**src/hw/cwm_consts.svh**
```systemverilog
// Constants for the counter waveform mode block
`ifndef CWM_CONSTS_SVH
`define CWM_CONSTS_SVH
`define CWM_MODE_NORMAL 3'h0
`define CWM_MODE_PC_FF 3'h1
`define CWM_MODE_CTC 3'h2
`define CWM_MODE_FAST_FF 3'h3
`define CWM_MODE_PC_OCA 3'h5
`define CWM_MODE_FAST_OCA 3'h7
`define CWM_ACT_NONE 2'h0
`define CWM_ACT_TOGGLE 2'h1
`define CWM_ACT_CLEAR 2'h2
`define CWM_ACT_SET 2'h3
`define CWM_MAX 8'hff
`define CWM_BOTTOM 8'h00
`define CWM_RST_COUNT 8'h00
`define CWM_RST_COMPARE 8'h00
`endif

```
**src/hw/cwm_pkg.sv**
```systemverilog
// Types shared by the counter waveform mode block
package cwm_pkg;
    // Broad class of the selected waveform mode
    typedef enum logic [1:0]
    {
        CWM_CLASS_NONPWM = 2'b00,
        CWM_CLASS_FAST = 2'b01,
        CWM_CLASS_PHASE = 2'b10
    } cwm_class_t;
endpackage

```
**src/hw/cwm_flag.sv**
```systemverilog
// Sticky event flag with write-one clear, where a set wins over a clear
`timescale 1ns/100ps
module cwm_flag
(
    input wire logic clk_sys,
    input wire logic rst_b,
    input wire logic set_pulse,
    input wire logic clear_pulse,
    output logic flag
);
    // Next flag value: set has priority over clear
    logic flag_next;
    assign flag_next = set_pulse | (flag & ~clear_pulse);

    // Flag register
    always_ff @(posedge clk_sys or negedge rst_b)
    begin
        if (!rst_b)
            flag <= 1'b0;
        else
            flag <= flag_next;
    end
endmodule

```
**src/hw/cwm_buffer.sv**
```systemverilog
// Compare value holder, direct or double buffered
`timescale 1ns/100ps
`include "cwm_consts.svh"
module cwm_buffer
(
    input wire logic clk_sys,
    input wire logic rst_b,
    input wire logic buffered,
    input wire logic load_point,
    input wire logic wr_en,
    input wire logic [7:0] wr_data,
    output logic [7:0] active_value
);
    // Value written by software, waiting for the update point
    logic [7:0] shadow_reg;
    logic [7:0] shadow_next;
    logic [7:0] active_next;

    // Direct mode passes writes straight through
    assign shadow_next = wr_en ? wr_data : shadow_reg;
    assign active_next = !buffered ? shadow_next :
                         (load_point ? shadow_reg : active_value);

    // Shadow and active registers
    always_ff @(posedge clk_sys or negedge rst_b)
    begin
        if (!rst_b)
        begin
            shadow_reg <= `CWM_RST_COMPARE;
            active_value <= `CWM_RST_COMPARE;
        end
        else
        begin
            shadow_reg <= shadow_next;
            active_value <= active_next;
        end
    end
endmodule

```
**src/hw/cwm_timer.sv**
```systemverilog
// 8-bit timer/counter with CTC, fast PWM and phase correct PWM generation
`timescale 1ns/100ps
`include "cwm_consts.svh"
module cwm_timer
    import cwm_pkg::*;
(
    input wire logic clk_sys,
    input wire logic rst_b,
    input wire logic timer_tick,
    input wire logic [2:0] waveform_mode_select,
    input wire logic [1:0] output_action_select_a,
    input wire logic compare_a_wr,
    input wire logic [7:0] compare_a_wr_data,
    input wire logic count_wr,
    input wire logic [7:0] count_wr_data,
    input wire logic overflow_flag_clear,
    input wire logic compare_a_match_flag_clear,
    input wire logic pin_dir_out,
    input wire logic port_data,
    output logic [7:0] timer_count_value,
    output logic [7:0] compare_a_value,
    output logic overflow_flag,
    output logic compare_a_match_flag,
    output logic waveform_output_a,
    output logic pin_out,
    output logic pin_oe
);
    // Count, direction, internal output state and match pipeline
    logic [7:0] count_reg;
    logic [7:0] count_next;
    logic down_reg;
    logic down_next;
    logic wave_reg;
    logic wave_next;
    logic match_dly_reg;
    logic match_dly_next;
    logic block_reg;
    logic block_next;
    logic pin_out_reg;
    logic pin_out_next;
    logic pin_oe_reg;
    logic pin_oe_next;
    logic overflow_flag_w;
    logic match_flag_w;
    logic [7:0] cmp_active;

    // Mode decode
    cwm_class_t mode_class;
    logic mode_fast;
    logic mode_phase;
    logic mode_ctc;
    logic top_is_a;
    logic [7:0] top_value;
    assign mode_fast = (waveform_mode_select == `CWM_MODE_FAST_FF) |
                       (waveform_mode_select == `CWM_MODE_FAST_OCA);
    assign mode_phase = (waveform_mode_select == `CWM_MODE_PC_FF) |
                        (waveform_mode_select == `CWM_MODE_PC_OCA);
    assign mode_ctc = (waveform_mode_select == `CWM_MODE_CTC);
    assign mode_class = mode_fast ? CWM_CLASS_FAST :
                        (mode_phase ? CWM_CLASS_PHASE : CWM_CLASS_NONPWM);
    assign top_is_a = (waveform_mode_select == `CWM_MODE_FAST_OCA) |
                      (waveform_mode_select == `CWM_MODE_PC_OCA);
    assign top_value = top_is_a ? cmp_active : `CWM_MAX;

    // Compare update points: top in fast PWM, top in phase correct
    logic pwm_mode;
    logic at_top;
    logic at_bottom;
    logic load_point;
    assign pwm_mode = (mode_class != CWM_CLASS_NONPWM);
    assign at_top = (count_reg == top_value);
    assign at_bottom = (count_reg == `CWM_BOTTOM);
    assign load_point = timer_tick & at_top;

    // Compare A holder, direct outside PWM modes
    cwm_buffer u_cmp_a
    (
        .clk_sys(clk_sys),
        .rst_b(rst_b),
        .buffered(pwm_mode),
        .load_point(load_point),
        .wr_en(compare_a_wr),
        .wr_data(compare_a_wr_data),
        .active_value(cmp_active)
    );

    // Match detection, blocked one tick after a count write
    logic match_now;
    assign match_now = (count_reg == cmp_active) & ~block_reg;

    // Counting sequence per mode
    logic [7:0] count_step;
    logic down_step;
    always_comb
    begin
        count_step = count_reg + 8'h01;                                  // wraps via 0xFF
        down_step = 1'b0;
        unique case (mode_class)
            CWM_CLASS_FAST:
            begin
                if (at_top)
                    count_step = `CWM_BOTTOM;
            end
            CWM_CLASS_PHASE:
            begin
                // Turn at top and bottom; top held exactly one tick
                if (!down_reg && at_top)
                begin
                    down_step = 1'b1;
                    count_step = count_reg - 8'h01;
                end
                else if (down_reg && at_bottom)
                    count_step = count_reg + 8'h01;
                else if (down_reg)
                begin
                    down_step = 1'b1;
                    count_step = count_reg - 8'h01;
                end
            end
            CWM_CLASS_NONPWM:
            begin
                if (mode_ctc && match_now)
                    count_step = `CWM_BOTTOM;
            end
        endcase
    end

    // Tick gating and software count writes
    assign count_next = count_wr ? count_wr_data :
                        (timer_tick ? count_step : count_reg);
    assign down_next = timer_tick ? (mode_phase & down_step) : down_reg;
    assign block_next = count_wr ? 1'b1 : (timer_tick ? 1'b0 : block_reg);

    // Waveform action per mode and action select
    logic act_match;
    logic phase_fix;
    logic up_phase;
    always_comb
    begin
        wave_next = wave_reg;
        act_match = timer_tick & match_now;
        // A match at bottom acts as a rising match, one at top as a falling match
        up_phase = down_reg ? at_bottom : !at_top;
        // Above compare at top or while falling, the output must carry the
        // up-match level; force it when that match was missed or compare left MAX
        phase_fix = timer_tick & (down_reg | at_top) & (count_reg > cmp_active);
        if (output_action_select_a == `CWM_ACT_NONE)
            wave_next = wave_reg;
        else if (mode_class == CWM_CLASS_NONPWM)
        begin
            if (act_match)
            begin
                unique case (output_action_select_a)
                    `CWM_ACT_TOGGLE: wave_next = ~wave_reg;
                    `CWM_ACT_CLEAR: wave_next = 1'b0;
                    `CWM_ACT_SET: wave_next = 1'b1;
                    default: wave_next = wave_reg;
                endcase
            end
        end
        else if (mode_class == CWM_CLASS_FAST)
        begin
            if (output_action_select_a == `CWM_ACT_TOGGLE)
            begin
                if (act_match)
                    wave_next = ~wave_reg;
            end
            else if (act_match && !(cmp_active == `CWM_MAX))
                wave_next = output_action_select_a[0];
            else if (timer_tick && at_top)
                // Opposite of the match level at bottom (set for clear, clear for set); compare at MAX keeps a constant level
                wave_next = (cmp_active == `CWM_MAX) ? output_action_select_a[0] :
                            ~output_action_select_a[0];
        end
        else
        begin
            if (output_action_select_a != `CWM_ACT_TOGGLE)
            begin
                if (act_match && up_phase)
                    wave_next = output_action_select_a[0];
                else if (act_match)
                    wave_next = ~output_action_select_a[0];
                else if (phase_fix)
                    wave_next = output_action_select_a[0];
            end
            else if (act_match)
                wave_next = ~wave_reg;
        end
    end

    // Flags: overflow event and delayed match event
    logic ovf_event;
    assign ovf_event = timer_tick & (mode_phase ? (down_reg & count_reg == 8'h01) :
                       (mode_fast ? at_top : (count_reg == `CWM_MAX)));
    assign match_dly_next = timer_tick ? match_now : match_dly_reg;
    cwm_flag u_ovf
    (
        .clk_sys(clk_sys),
        .rst_b(rst_b),
        .set_pulse(ovf_event),
        .clear_pulse(overflow_flag_clear),
        .flag(overflow_flag_w)
    );
    cwm_flag u_match
    (
        .clk_sys(clk_sys),
        .rst_b(rst_b),
        .set_pulse(timer_tick & match_dly_reg),
        .clear_pulse(compare_a_match_flag_clear),
        .flag(match_flag_w)
    );

    // Port override: waveform drives pin when an action is selected
    assign pin_out_next = (output_action_select_a != `CWM_ACT_NONE) ? wave_next : port_data;
    assign pin_oe_next = pin_dir_out;

    // State registers
    always_ff @(posedge clk_sys or negedge rst_b)
    begin
        if (!rst_b)
        begin
            count_reg <= `CWM_RST_COUNT;
            down_reg <= 1'b0;
            wave_reg <= 1'b0;
            match_dly_reg <= 1'b0;
            block_reg <= 1'b0;
            pin_out_reg <= 1'b0;
            pin_oe_reg <= 1'b0;
        end
        else
        begin
            count_reg <= count_next;
            down_reg <= down_next;
            wave_reg <= wave_next;
            match_dly_reg <= match_dly_next;
            block_reg <= block_next;
            pin_out_reg <= pin_out_next;
            pin_oe_reg <= pin_oe_next;
        end
    end

    // Outputs straight from flip-flops
    assign timer_count_value = count_reg;
    assign compare_a_value = cmp_active;
    assign overflow_flag = overflow_flag_w;
    assign compare_a_match_flag = match_flag_w;
    assign waveform_output_a = wave_reg;
    assign pin_out = pin_out_reg;
    assign pin_oe = pin_oe_reg;
endmodule

```
**config.mk**
```make
export PLATFORM = sky130hd
export DESIGN_NAME = cwm_timer
export DESIGN_NICKNAME = d
export VERILOG_FILES = /design/src/hw/cwm_pkg.sv /design/src/hw/cwm_flag.sv /design/src/hw/cwm_buffer.sv /design/src/hw/cwm_timer.sv
export VERILOG_INCLUDE_DIRS = /design/src /design/src/hw
export SDC_FILE = /design/constraint.sdc
export NUM_CORES = 1
export LEC_CHECK = 0
export BUFFER_PORTS_ARGS = -buffer_cell sky130_fd_sc_hd__clkbuf_2
export CAP_MARGIN = 20
export CORE_ASPECT_RATIO = 1.1
export CORE_MARGIN = 5
export CORE_UTILIZATION = 40
export CTS_BUF_LIST = sky130_fd_sc_hd__clkbuf_2
export DETAILED_ROUTE_END_ITERATION = 16
export PLACE_DENSITY = 0.6
export RECOVER_POWER = 50
export SYNTH_ARGS = -nofsm -noshare
export SYNTH_HDL_FRONTEND = slang
export SYNTH_HIERARCHICAL = 1
export SYNTH_SLANG_ARGS = --single-unit
```
**constraint.sdc**
```tcl
create_clock -name clk_sys -period 5.2 [get_ports clk_sys]
set_input_delay 0.26 -clock clk_sys [delete_from_list [all_inputs] [get_ports clk_sys]]
set_output_delay 0.26 -clock clk_sys [all_outputs]
set_load 0.05 [all_outputs]
```
==> flow_metrics.py, run 1 <==
metrics = {
    "worst_setup_path": {
        "crit_family": "compound AO/OA/AOI/OAI gates",
        "end_kind": "register",
        "crit_required_ps": 5540,
        "worstPathMaxFanout": 12,
        "critPathKind": "register to register",
        "cp_num_buf_inv": 1,
        "slowest_stage": "dfrtp_1",
        "r2r_slack_ps": 2370,
        "arrival_ps": 3170,
        "crit_path_start_kind": "register",
        "path_cells": "inv_1 > ha_1 > nand4_1 > or3_1 > o41ai_1 > a21o_4 > mux2i_1 > a221o_1",
        "slowest_delay_ps": 650,
    },
    "pwr": {
        "power.density_nw_per_um2": 253,
        "ir_drop_v": 0.000112,
        "leakage_nw": 1.27,
    },
    "routing": {
        "drt-total-wl_mm": 6.98,
        "ant_nets": 0,
        "routed_via_density": 5.75,
        "drc": 0,
        "wl_per_cell_um": 16.9,
        "first_iter_violations": 187,
        "first_pass_iters": 4,
        "via_count": 2380,
    },
    "place": {
        "io_buffer_count": 50,
        "pre_cts_slack_ps": 2380,
        "globalplace.congestion": 0.839,
        "dp_hpwl_mm": 5.00,
    },
    "sta": {
        "tns_ps": 0,
        "finalCritPeriodShare_pct": 54.4,
        "layout_min_cycle_time_ps": 2830,
        "setup_ws_ps": 2370,
        "maxSlewViolCount": 33,
        "skew_ps": 21.5,
        "relSlewSlack_pct": -22.4,
        "fmaxAchievable_mhz": 353,
        "hold_viol": 0,
        "setup_viol_count_final": 0,
        "grt_setup_unrepaired": "false",
        "worst_slew_pin_slew_ps": 1840,
    },
    "grt": {
        "grt_start_max_net_pins": 33,
        "grt_pass1_wl_mm": 11.6,
        "antenna_found_initial": 0,
        "grtUsageTotal_pct": 17.8,
        "overflow": 0,
        "grt_pass1_vias": 2353,
    },
    "logic_synthesis": {
        "synth_xor_area_share_pct": 2.04,
        "synth_compound_area_share_pct": 24.0,
        "synth_fa_ha_area_share_pct": 5.34,
        "synth_ff_type": "dfrtp_1",
        "muxShareOfSynthArea_pct": 8.39,
        "ys_ff_latch": 32,
        "ys_seq_area_share_pct": 31.1,
        "netlist_instances": 291,
        "yosysWarnings": 6,
        "syn-cell-area_um2": 2580,
        "syn-num-nets": 332,
        "synth-async-reset-ratio_pct": 100,
        "synth_top_family_by_area": "compound AO/OA/AOI/OAI gates",
        "avgSynthCellArea_um2": 8.86,
        "synth-simple-area-share_pct": 22.0,
        "synth_edf_count": 0,
        "ys_types": 65,
    },
    "final_layout": {
        "fillCellCount": 641,
        "drive_gt1_share_pct": 23.1,
        "finalNetCount": 374,
        "final_common_cell": "clkbuf_2",
        "diodes": 0,
        "synthToLayoutAreaGrowth_pct": 10.8,
        "final_cell_mix": "clkbuf_2, dfrtp_1, a21oi_1, inv_1, nand2_1",
    },
    "floorplan": {
        "coreArea_um2": 6230,
        "die_y_um": 94.2,
        "dieArea_um2": 8150,
        "start_util_pct": 41.4,
        "ios": 51,
        "row_count": 30,
        "die_w_um": 86.6,
    },
    "run_status": {
        "status": "complete, but fails checks",
        "violations": "max-capacitance violations, max-slew violations",
    },
    "clock_tree": {
        "cts_tree": "built",
        "clock_path_buffers": 2,
        "cts_root_buffer": "clkbuf_2",
        "cts_sinks": 32,
        "clkTransAtPathRegs_ps": 210,
        "cts_setup_buffers": 0,
        "clk_latency_ps": 420,
        "ctsHtreeMaxLevel": 2,
        "cts-buffers-inserted": 5,
    },
    "worst_hold_path": {
        "hp-class": "input pin to register",
    },
    "run": {
        "cap_violations": 1,
    },
}
cell families after synthesis:
group	after synthesis
buffers and inverters	38
flip-flops	32
AND/OR/NAND/NOR	101
multiplexers	18
adder cells (fa/ha/maj)	11
AO/OA/AOI/OAI	85
XOR/XNOR	6
metal layers:
| metal | part of all wire, % | track usage, % |
|---|---|---|
| met1 | 47 | 25.1 |
| met2 | 46 | 26.8 |
| met3 | 6.4 | 3.60 |
| met4 | 0.95 | 6.23 |
| met5 | 0 | 0 |
metrics by stage:
step                      hold slack, ps  instance area [um^2]  power [mW]  cells  util (%)
after detailed placement             372                  2830       0.597    404      45.4
final                               21.6                  2860       0.722    414      45.9
after CTS                           25.0                  2890       0.728    414      46.3
after floorplan                    -35.6                  2580       0.528    291         -
after global placement               368                  2830       0.597    404      45.4
after global routing                48.8                  2860       0.764    414      45.9
Yosys cell counts, types with 5 or more instances:
cell / instances / share of area, %
mux2i_1: 10 / 3.9
nor3_1: 8 / 1.6
ha_1: 11 / 5.3
nand2_1: 20 / 2.9
a21o_1: 5 / 1.5
nor2_2: 8 / 1.9
o21ai_0: 12 / 2.3
nand3_1: 9 / 1.7
dfrtp_1: 32 / 31
buf_2: 5 / 0.97
and3_1: 5 / 1.2
nand4_1: 8 / 1.9
a21oi_1: 26 / 5.0
clkbuf_1: 6 / 0.87
mux2_4: 7 / 4.1
nor2_1: 19 / 2.8
inv_1: 20 / 2.9
a31oi_1: 6 / 1.5
area by class of cell:
| cell class | count | area [um^2] | share of cell area [%] |
|---|---|---|---|
| repair buffers | 53 | 275 | 9.63 |
| flip-flops and latches | 32 | 801 | 28.0 |
| clock inverters | 3 | 13.8 | 0.482 |
| multi-input cells | 221 | 1570 | 54.9 |
| clock buffers | 5 | 25.0 | 0.876 |
| inverters | 20 | 75.1 | 2.63 |
| well taps | 80 | 100 | 3.50 |
where the power goes:
group          internal [mW]  switching [mW]
sequential             0.273          0.0506
clock                 0.0301           0.103
combinational         0.0941           0.171
total                  0.397           0.325
worst reg2reg max path, stage by stage, from the launching register on:
cell,delay [ps]
dfrtp_1,650
inv_1,180
ha_1,320
nand4_1,130
or3_1,430
o41ai_1,440
a21o_4,200
mux2i_1,80
a221o_1,330
worst paths after layout:
| kind | startpoint | endpoint | cells past startpoint |
|---|---|---|---|
| min | count_wr_data[3] | timer_count_value[3] | 2 |
| max reg2reg | timer_count_value[0] | timer_count_value[1] | 8 |
| max in group asynchronous | rst_b | pin_oe | 2 |
| min in group asynchronous | rst_b | pin_out | 2 |
| max | timer_count_value[0] | timer_count_value[1] | 8 |
| min reg2reg | match_dly_reg | match_dly_reg | 1 |
repair_timing:
item | 4_1_cts | 5_1_grt
endpoints found under the hold margin | 33 | 0
gates resized for setup | 0 | 0
hold buffers | 2 | 0
Power figures use the tool's default switching activity.
==> run 2: changes to the inputs <==
Settings changed: ABC_AREA set to 1.
Clock period 5.2 ns to 2.7 ns, I/O delays scaled along.
==> run 2 against run 1 <==
The run still ends with max-capacitance violations, max-slew violations left; sequential share of layout area down 2.4 points; design area increased by 9.4%; final cell count rose by 30%; critical path depth grew 1; synthesized cell count rose by 38%.
==> flow_metrics.py, run 2 <==
metrics = {
    "clock_tree": {
        "cts_tree": "built",
        "cts_sinks": 32,
        "ctsHtreeMaxLevel": 2,
        "cts_root_buffer": "clkbuf_2",
        "clk_latency_ps": 400,
        "clock_path_buffers": 2,
        "cts-buffers-inserted": 5,
        "clkTransAtPathRegs_ps": 190,
        "cts_setup_buffers": 0,
    },
    "worst_setup_path": {
        "slowest_stage": "dlygate4sd3_1",
        "crit_required_ps": 2990,
        "end_kind": "register",
        "slowest_delay_ps": 590,
        "arrival_ps": 2690,
        "cpMostUsedCell": "nand2_1",
        "critPathKind": "register to register",
        "worstPathMaxFanout": 8,
        "crit_path_start_kind": "register",
        "path_cells": "ha_1 > nand2_1 > nor2_2 > nand4_1 > nor2_1 > nand2_1 > a21oi_1 > o41ai_1 > dlygate4sd3_1",
    },
    "final_layout": {
        "diodes": 0,
        "drive_gt1_share_pct": 18.8,
        "final_cell_mix": "nand2_1, inv_1, clkbuf_2, nand3_1, dfrtp_1",
        "fillCellCount": 686,
        "final_cells": 539,
        "finalNetCount": 497,
        "final_common_cell": "nand2_1",
        "synthToLayoutAreaGrowth_pct": 15.0,
        "utilization_pct": 47.4,
    },
    "logic_synthesis": {
        "synth_ff_type": "dfrtp_1",
        "ys_seq_area_share_pct": 29.5,
        "syn-num-nets": 443,
        "ys_ff_latch": 32,
        "synth_common_cells": "nand2_1, inv_1, nand3_1",
        "synth_top_area_share_pct": 29.5,
        "yosysMostFrequentCell": "nand2_1",
        "syn-cell-area_um2": 2720,
        "yosysWarnings": 6,
        "avgSynthCellArea_um2": 6.76,
        "synth-async-reset-ratio_pct": 100,
        "synth.area.top_cells": "dfrtp_1, nand2_1, inv_1",
        "yosys.area.top_type": "dfrtp_1",
        "netlist_instances": 402,
        "ys_types": 41,
        "synth_edf_count": 0,
    },
    "sta": {
        "worst_slew_pin_slew_ps": 1820,
        "maxSlewViolCount": 33,
        "hold_viol": 0,
        "tns_ps": 0,
        "setup_ws_ps": 295,
        "fmaxAchievable_mhz": 416,
        "skew_ps": 17.1,
        "relSlewSlack_pct": -21.4,
        "finalCritPeriodShare_pct": 89.1,
        "setup_viol_count_final": 0,
        "layout_min_cycle_time_ps": 2400,
        "grt_setup_unrepaired": "false",
    },
    "routing": {
        "drc": 0,
        "drt-total-wl_mm": 6.62,
        "first_pass_iters": 4,
        "wl_per_cell_um": 12.3,
        "via_count": 2528,
        "ant_nets": 0,
        "first_iter_violations": 126,
        "routed_via_density": 4.69,
    },
    "place": {
        "pre_cts_slack_ps": 471,
        "dp.cells": 523,
        "dp_hpwl_mm": 5.13,
        "io_buffer_count": 50,
        "globalplace.congestion": 0.893,
    },
    "pwr": {
        "ir_drop_v": 0.000211,
        "leakage_nw": 1.81,
        "power.density_nw_per_um2": 493,
        "total_power_mw": 1.54,
    },
    "run_status": {
        "status": "complete, but fails checks",
        "violations": "max-capacitance violations, max-slew violations",
    },
    "grt": {
        "grt_use_met1_pct": 21.4,
        "grt_pass1_wl_mm": 11.4,
        "grtUsageTotal_pct": 17.0,
        "overflow": 0,
        "met3_usage_pct": 3.48,
        "antenna_found_initial": 0,
        "grt_pass1_vias": 2475,
        "grt_start_max_net_pins": 33,
        "use_met2_pct": 28.8,
        "grt_busiest_layer": "met2",
    },
    "floorplan": {
        "dieArea_um2": 8550,
        "ios": 51,
        "die_y_um": 96.5,
        "start_util_pct": 41.2,
        "die_w_um": 88.6,
        "coreArea_um2": 6590,
        "row_count": 31,
    },
    "run": {
        "cap_violations": 1,
    },
    "worst_hold_path": {
        "hp-class": "input pin to register",
    },
}
run 2: cell types whose count changed after synthesis, sizes merged, moves of 8 or more:
cell	delta
nand2	+102
nor2	+8
a21oi	-16
mux2i	-10
inv	+51
mux2	-8
nand3	+38
run 2: cells by family (layout without fill, tap and decap cells):
group,count (synthesis),count (layout),share of synthesized area (%)
and+or+nand+nor,229,229,39.6
adders and majority gates,11,11,5.06
AOI/OAI and AO/OA,34,34,8.10
xor gates and xnor gates,9,9,2.90
buffers and inverters,87,142,14.9
DFF,32,32,29.5
run 2: layout make-up:
class | instances | area (um^2) | area share [%]
Tap cell | 82 | 103 | 3.28
Sequential cell | 32 | 801 | 25.6
Clock inverter | 3 | 42.5 | 1.36
Timing Repair Buffer | 60 | 343 | 11.0
Multi-Input combinational cell | 283 | 1520 | 48.5
Clock buffer | 5 | 25.0 | 0.800
Inverter | 74 | 297 | 9.48
run 2: layer usage:
| layer | vias up | part of all wire [%] |
|---|---|---|
| met5 | - | 0 |
| met4 | 0 | 2.3 |
| met3 | 12 | 6.8 |
| met2 | 69 | 47 |
| met1 | 1081 | 44 |
| li1 | 1366 | - |
run 2: timing repair:
action                                  in CTS  in global routing
hold buffers                                 7                  1
endpoints found under the hold margin       37                  1
gates resized for setup                      0                  1
endpoints found under the setup margin       0                  1
run 2: final timing paths:
kind / start / to / slack (ps) / depth (start not counted)
min in group asynchronous: rst_b / u_cmp_a/active_value[6] / 740 / 2
worst min-delay path: compare_a_wr_data[2] / u_cmp_a/shadow_reg[2] / 30 / 4
worst max-delay path: timer_count_value[7] / timer_count_value[0] / 300 / 9
worst min register to register: u_ovf/flag / u_ovf/flag / 500 / 2
max in group asynchronous: rst_b / match_dly_reg / 910 / 2
worst max register to register: timer_count_value[7] / timer_count_value[0] / 300 / 9
run 2: through the flow:
step	hold WS [ps]	cell area [um^2]
after global placement	243	2980
after global routing	6.56	3130
after detailed placement	248	2980
final	27.4	3130
after floorplan	-161	2720
after CTS	1.10	3120
run 2: critical path: cells and delay by family (launching register included):
family,cells,cell delay [ps]
compound gates,2,250
buf+inv,1,590
simple gates,5,590
flops,1,510
fa+ha+maj,1,340
run 2: power by group:
part	switching, mW	internal (mW)	total [mW]
sequential	0.0733	0.528	0.601
combinational	0.414	0.187	0.601
clock	0.185	0.155	0.340
total	0.673	0.870	1.54
==> run 3: changes to the inputs <==
Settings changed: ABC_AREA 1 to not set, SKIP_CTS_REPAIR_TIMING set to 1, SYNTH_HIERARCHICAL 1 to not set.
==> run 3 against run 2 <==
The run still ends with max-capacitance violations, max-slew violations left; via count up 1.5%; highest routed layer unchanged; sequential cell count unchanged; combinational power up 2%; clock-buffer cell count increased by 2; maximum frequency shrank 5.0%; setup slack got worse by 130 ps; non-clock buffer count grew 28; worst hold slack better by 3.4 ps.
==> flow_metrics.py, run 3 <==
metrics = {
    "pwr": {
        "leakage_nw": 1.47,
        "ir_drop_v": 0.000189,
        "power.density_nw_per_um2": 439,
    },
    "floorplan": {
        "die_y_um": 94.7,
        "row_count": 30,
        "coreArea_um2": 6270,
        "ios": 51,
        "start_util_pct": 41.6,
        "dieArea_um2": 8230,
        "die_w_um": 87.0,
    },
    "logic_synthesis": {
        "netlist_instances": 306,
        "yosysWarnings": 0,
        "synth_top_family_by_area": "simple AND/OR/NAND/NOR gates",
        "yosys.area.top_type": "dfrtp_1",
        "synth_common_cells": "dfrtp_1, nor2_1, a21oi_1",
        "synth_edf_count": 0,
        "syn-num-nets": 347,
        "synth-simple-area-share_pct": 25.1,
        "ys_ff_latch": 32,
        "synth_compound_area_share_pct": 22.7,
        "synth.area.top_cells": "dfrtp_1, ha_1, a21oi_1",
        "ys_seq_area_share_pct": 30.7,
        "synth_ff_type": "dfrtp_1",
        "synth_top_area_share_pct": 30.7,
        "synth-async-reset-ratio_pct": 100,
        "ys_types": 62,
        "muxShareOfSynthArea_pct": 6.96,
        "synth_fa_ha_area_share_pct": 5.28,
        "synth_xor_area_share_pct": 3.02,
        "yosysMostFrequentCell": "dfrtp_1",
        "syn-cell-area_um2": 2610,
        "avgSynthCellArea_um2": 8.52,
    },
    "final_layout": {
        "synthToLayoutAreaGrowth_pct": 25.0,
        "final_common_cell": "clkbuf_2",
        "diodes": 0,
        "fillCellCount": 621,
        "finalNetCount": 424,
        "drive_gt1_share_pct": 27.1,
        "postLayoutCellArea_um2": 3260,
        "utilization_pct": 52.0,
        "final_cell_mix": "clkbuf_2, nor2_1, dfrtp_1, a21oi_1, nand2_1",
    },
    "place": {
        "dp_hpwl_mm": 5.52,
        "globalplace.congestion": 0.911,
        "placed_cell_area_um2": 3030,
        "io_buffer_count": 50,
        "pre_cts_slack_ps": 196,
    },
    "grt": {
        "grt_start_max_net_pins": 33,
        "grt_pass1_wl_mm": 12.1,
        "overflow": 0,
        "antenna_found_initial": 0,
        "grt_pass1_vias": 2445,
        "grtUsageTotal_pct": 18.7,
    },
    "run_status": {
        "status": "complete, but fails checks",
        "violations": "max-capacitance violations, max-slew violations",
    },
    "sta": {
        "layout_min_cycle_time_ps": 2530,
        "tns_ps": 0,
        "setup_viol_count_final": 0,
        "setup_ws_ps": 169,
        "hold_viol": 0,
        "fmaxAchievable_mhz": 395,
        "skew_ps": 30.3,
        "maxSlewViolCount": 33,
        "relSlewSlack_pct": -20.8,
        "worst_slew_pin_slew_ps": 1810,
        "finalCritPeriodShare_pct": 93.8,
        "grt_setup_unrepaired": "false",
    },
    "routing": {
        "routed_via_density": 5.53,
        "drt-total-wl_mm": 7.35,
        "ant_nets": 0,
        "wl_per_cell_um": 15.8,
        "first_pass_iters": 4,
        "via_count": 2567,
        "drc": 0,
        "first_iter_violations": 152,
    },
    "clock_tree": {
        "cts_tree": "built",
        "clkTransAtPathRegs_ps": 190,
        "clk_latency_ps": 370,
        "ctsHtreeMaxLevel": 2,
        "cts_sinks": 32,
        "cts-buffers-inserted": 5,
        "cts_root_buffer": "clkbuf_2",
        "clock_path_buffers": 2,
    },
    "worst_setup_path": {
        "end_kind": "register",
        "slowest_stage": "dfrtp_2",
        "arrival_ps": 2820,
        "critPathKind": "register to register",
        "worstPathMaxFanout": 6,
        "crit_path_start_kind": "register",
        "r2r_slack_ps": 170,
        "crit_required_ps": 2990,
        "path_cells": "inv_1 > ha_1 > nand4_1 > or2_4 > and3_1 > o21a_1 > a32o_1 > or3_1 > nand3_1",
        "slowest_delay_ps": 470,
    },
    "run": {
        "cap_violations": 1,
    },
    "worst_hold_path": {
        "hp-class": "input pin to register",
    },
}
## run 3: cells by family (layout without fill, tap and decap cells)
| logic type | after synthesis | count (layout) |
|---|---|---|
| AOI/OAI and AO/OA | 81 | 81 |
| muxes | 17 | 17 |
| adders and majority gates | 11 | 11 |
| DFF | 32 | 32 |
| and+or+nand+nor | 117 | 117 |
| xor gates and xnor gates | 9 | 9 |
| buffers and inverters | 39 | 117 |
## run 3: worst paths after layout
check                                         from                 endpoint  cells past startpoint
min in group asynchronous                    rst_b  u_cmp_a.active_value[7]                      2
max in group asynchronous                    rst_b  u_cmp_a.active_value[3]                      2
max                        u_cmp_a.active_value[7]        waveform_output_a                      9
min reg2reg                          match_dly_reg            match_dly_reg                      1
min                               count_wr_data[1]     timer_count_value[1]                      3
max reg2reg                u_cmp_a.active_value[7]        waveform_output_a                      9
## run 3: final cells by class
class,instances,area (um^2),share of cell area (%)
repair buffers,88,579,17.8
flip-flops and latches,32,807,24.8
well taps,80,100,3.07
inverters,21,78.8,2.42
clock inverters,1,3.75,0.115
multi-input cells,235,1650,50.7
clock buffers,7,35.0,1.08
## run 3: worst max-delay path: cells and delay by family (launching register included)
family / cells / cell delay, ps
AND/OR/NAND/NOR: 5 / 1230
flip-flops: 1 / 470
AO/OA/AOI/OAI: 2 / 380
adder cells (fa/ha/maj): 1 / 300
buffers and inverters: 1 / 60
## run 3: metal layers
layer | global-route usage, % | routed length [um]
met5 | 0 | 0
met4 | 5.97 | 110
met1 | 25.4 | 3300
met2 | 30.2 | 3560
met3 | 2.97 | 374
## run 3: through the flow
stage	instances	total power [mW]	hold WS (ps)
detailed placement	438	1.19	245
global placement	438	1.18	243
floorplan	306	1.01	-161
CTS	446	1.43	-170
global route	464	1.54	-4.72
finish	464	1.43	30.8
## run 3: power by group
part	switching [mW]	internal (mW)	leakage, nW	total (mW)
combinational	0.387	0.227	1.06	0.614
clock	0.160	0.0695	0.0306	0.229
sequential	0.0567	0.529	0.378	0.586
total	0.603	0.825	1.47	1.43
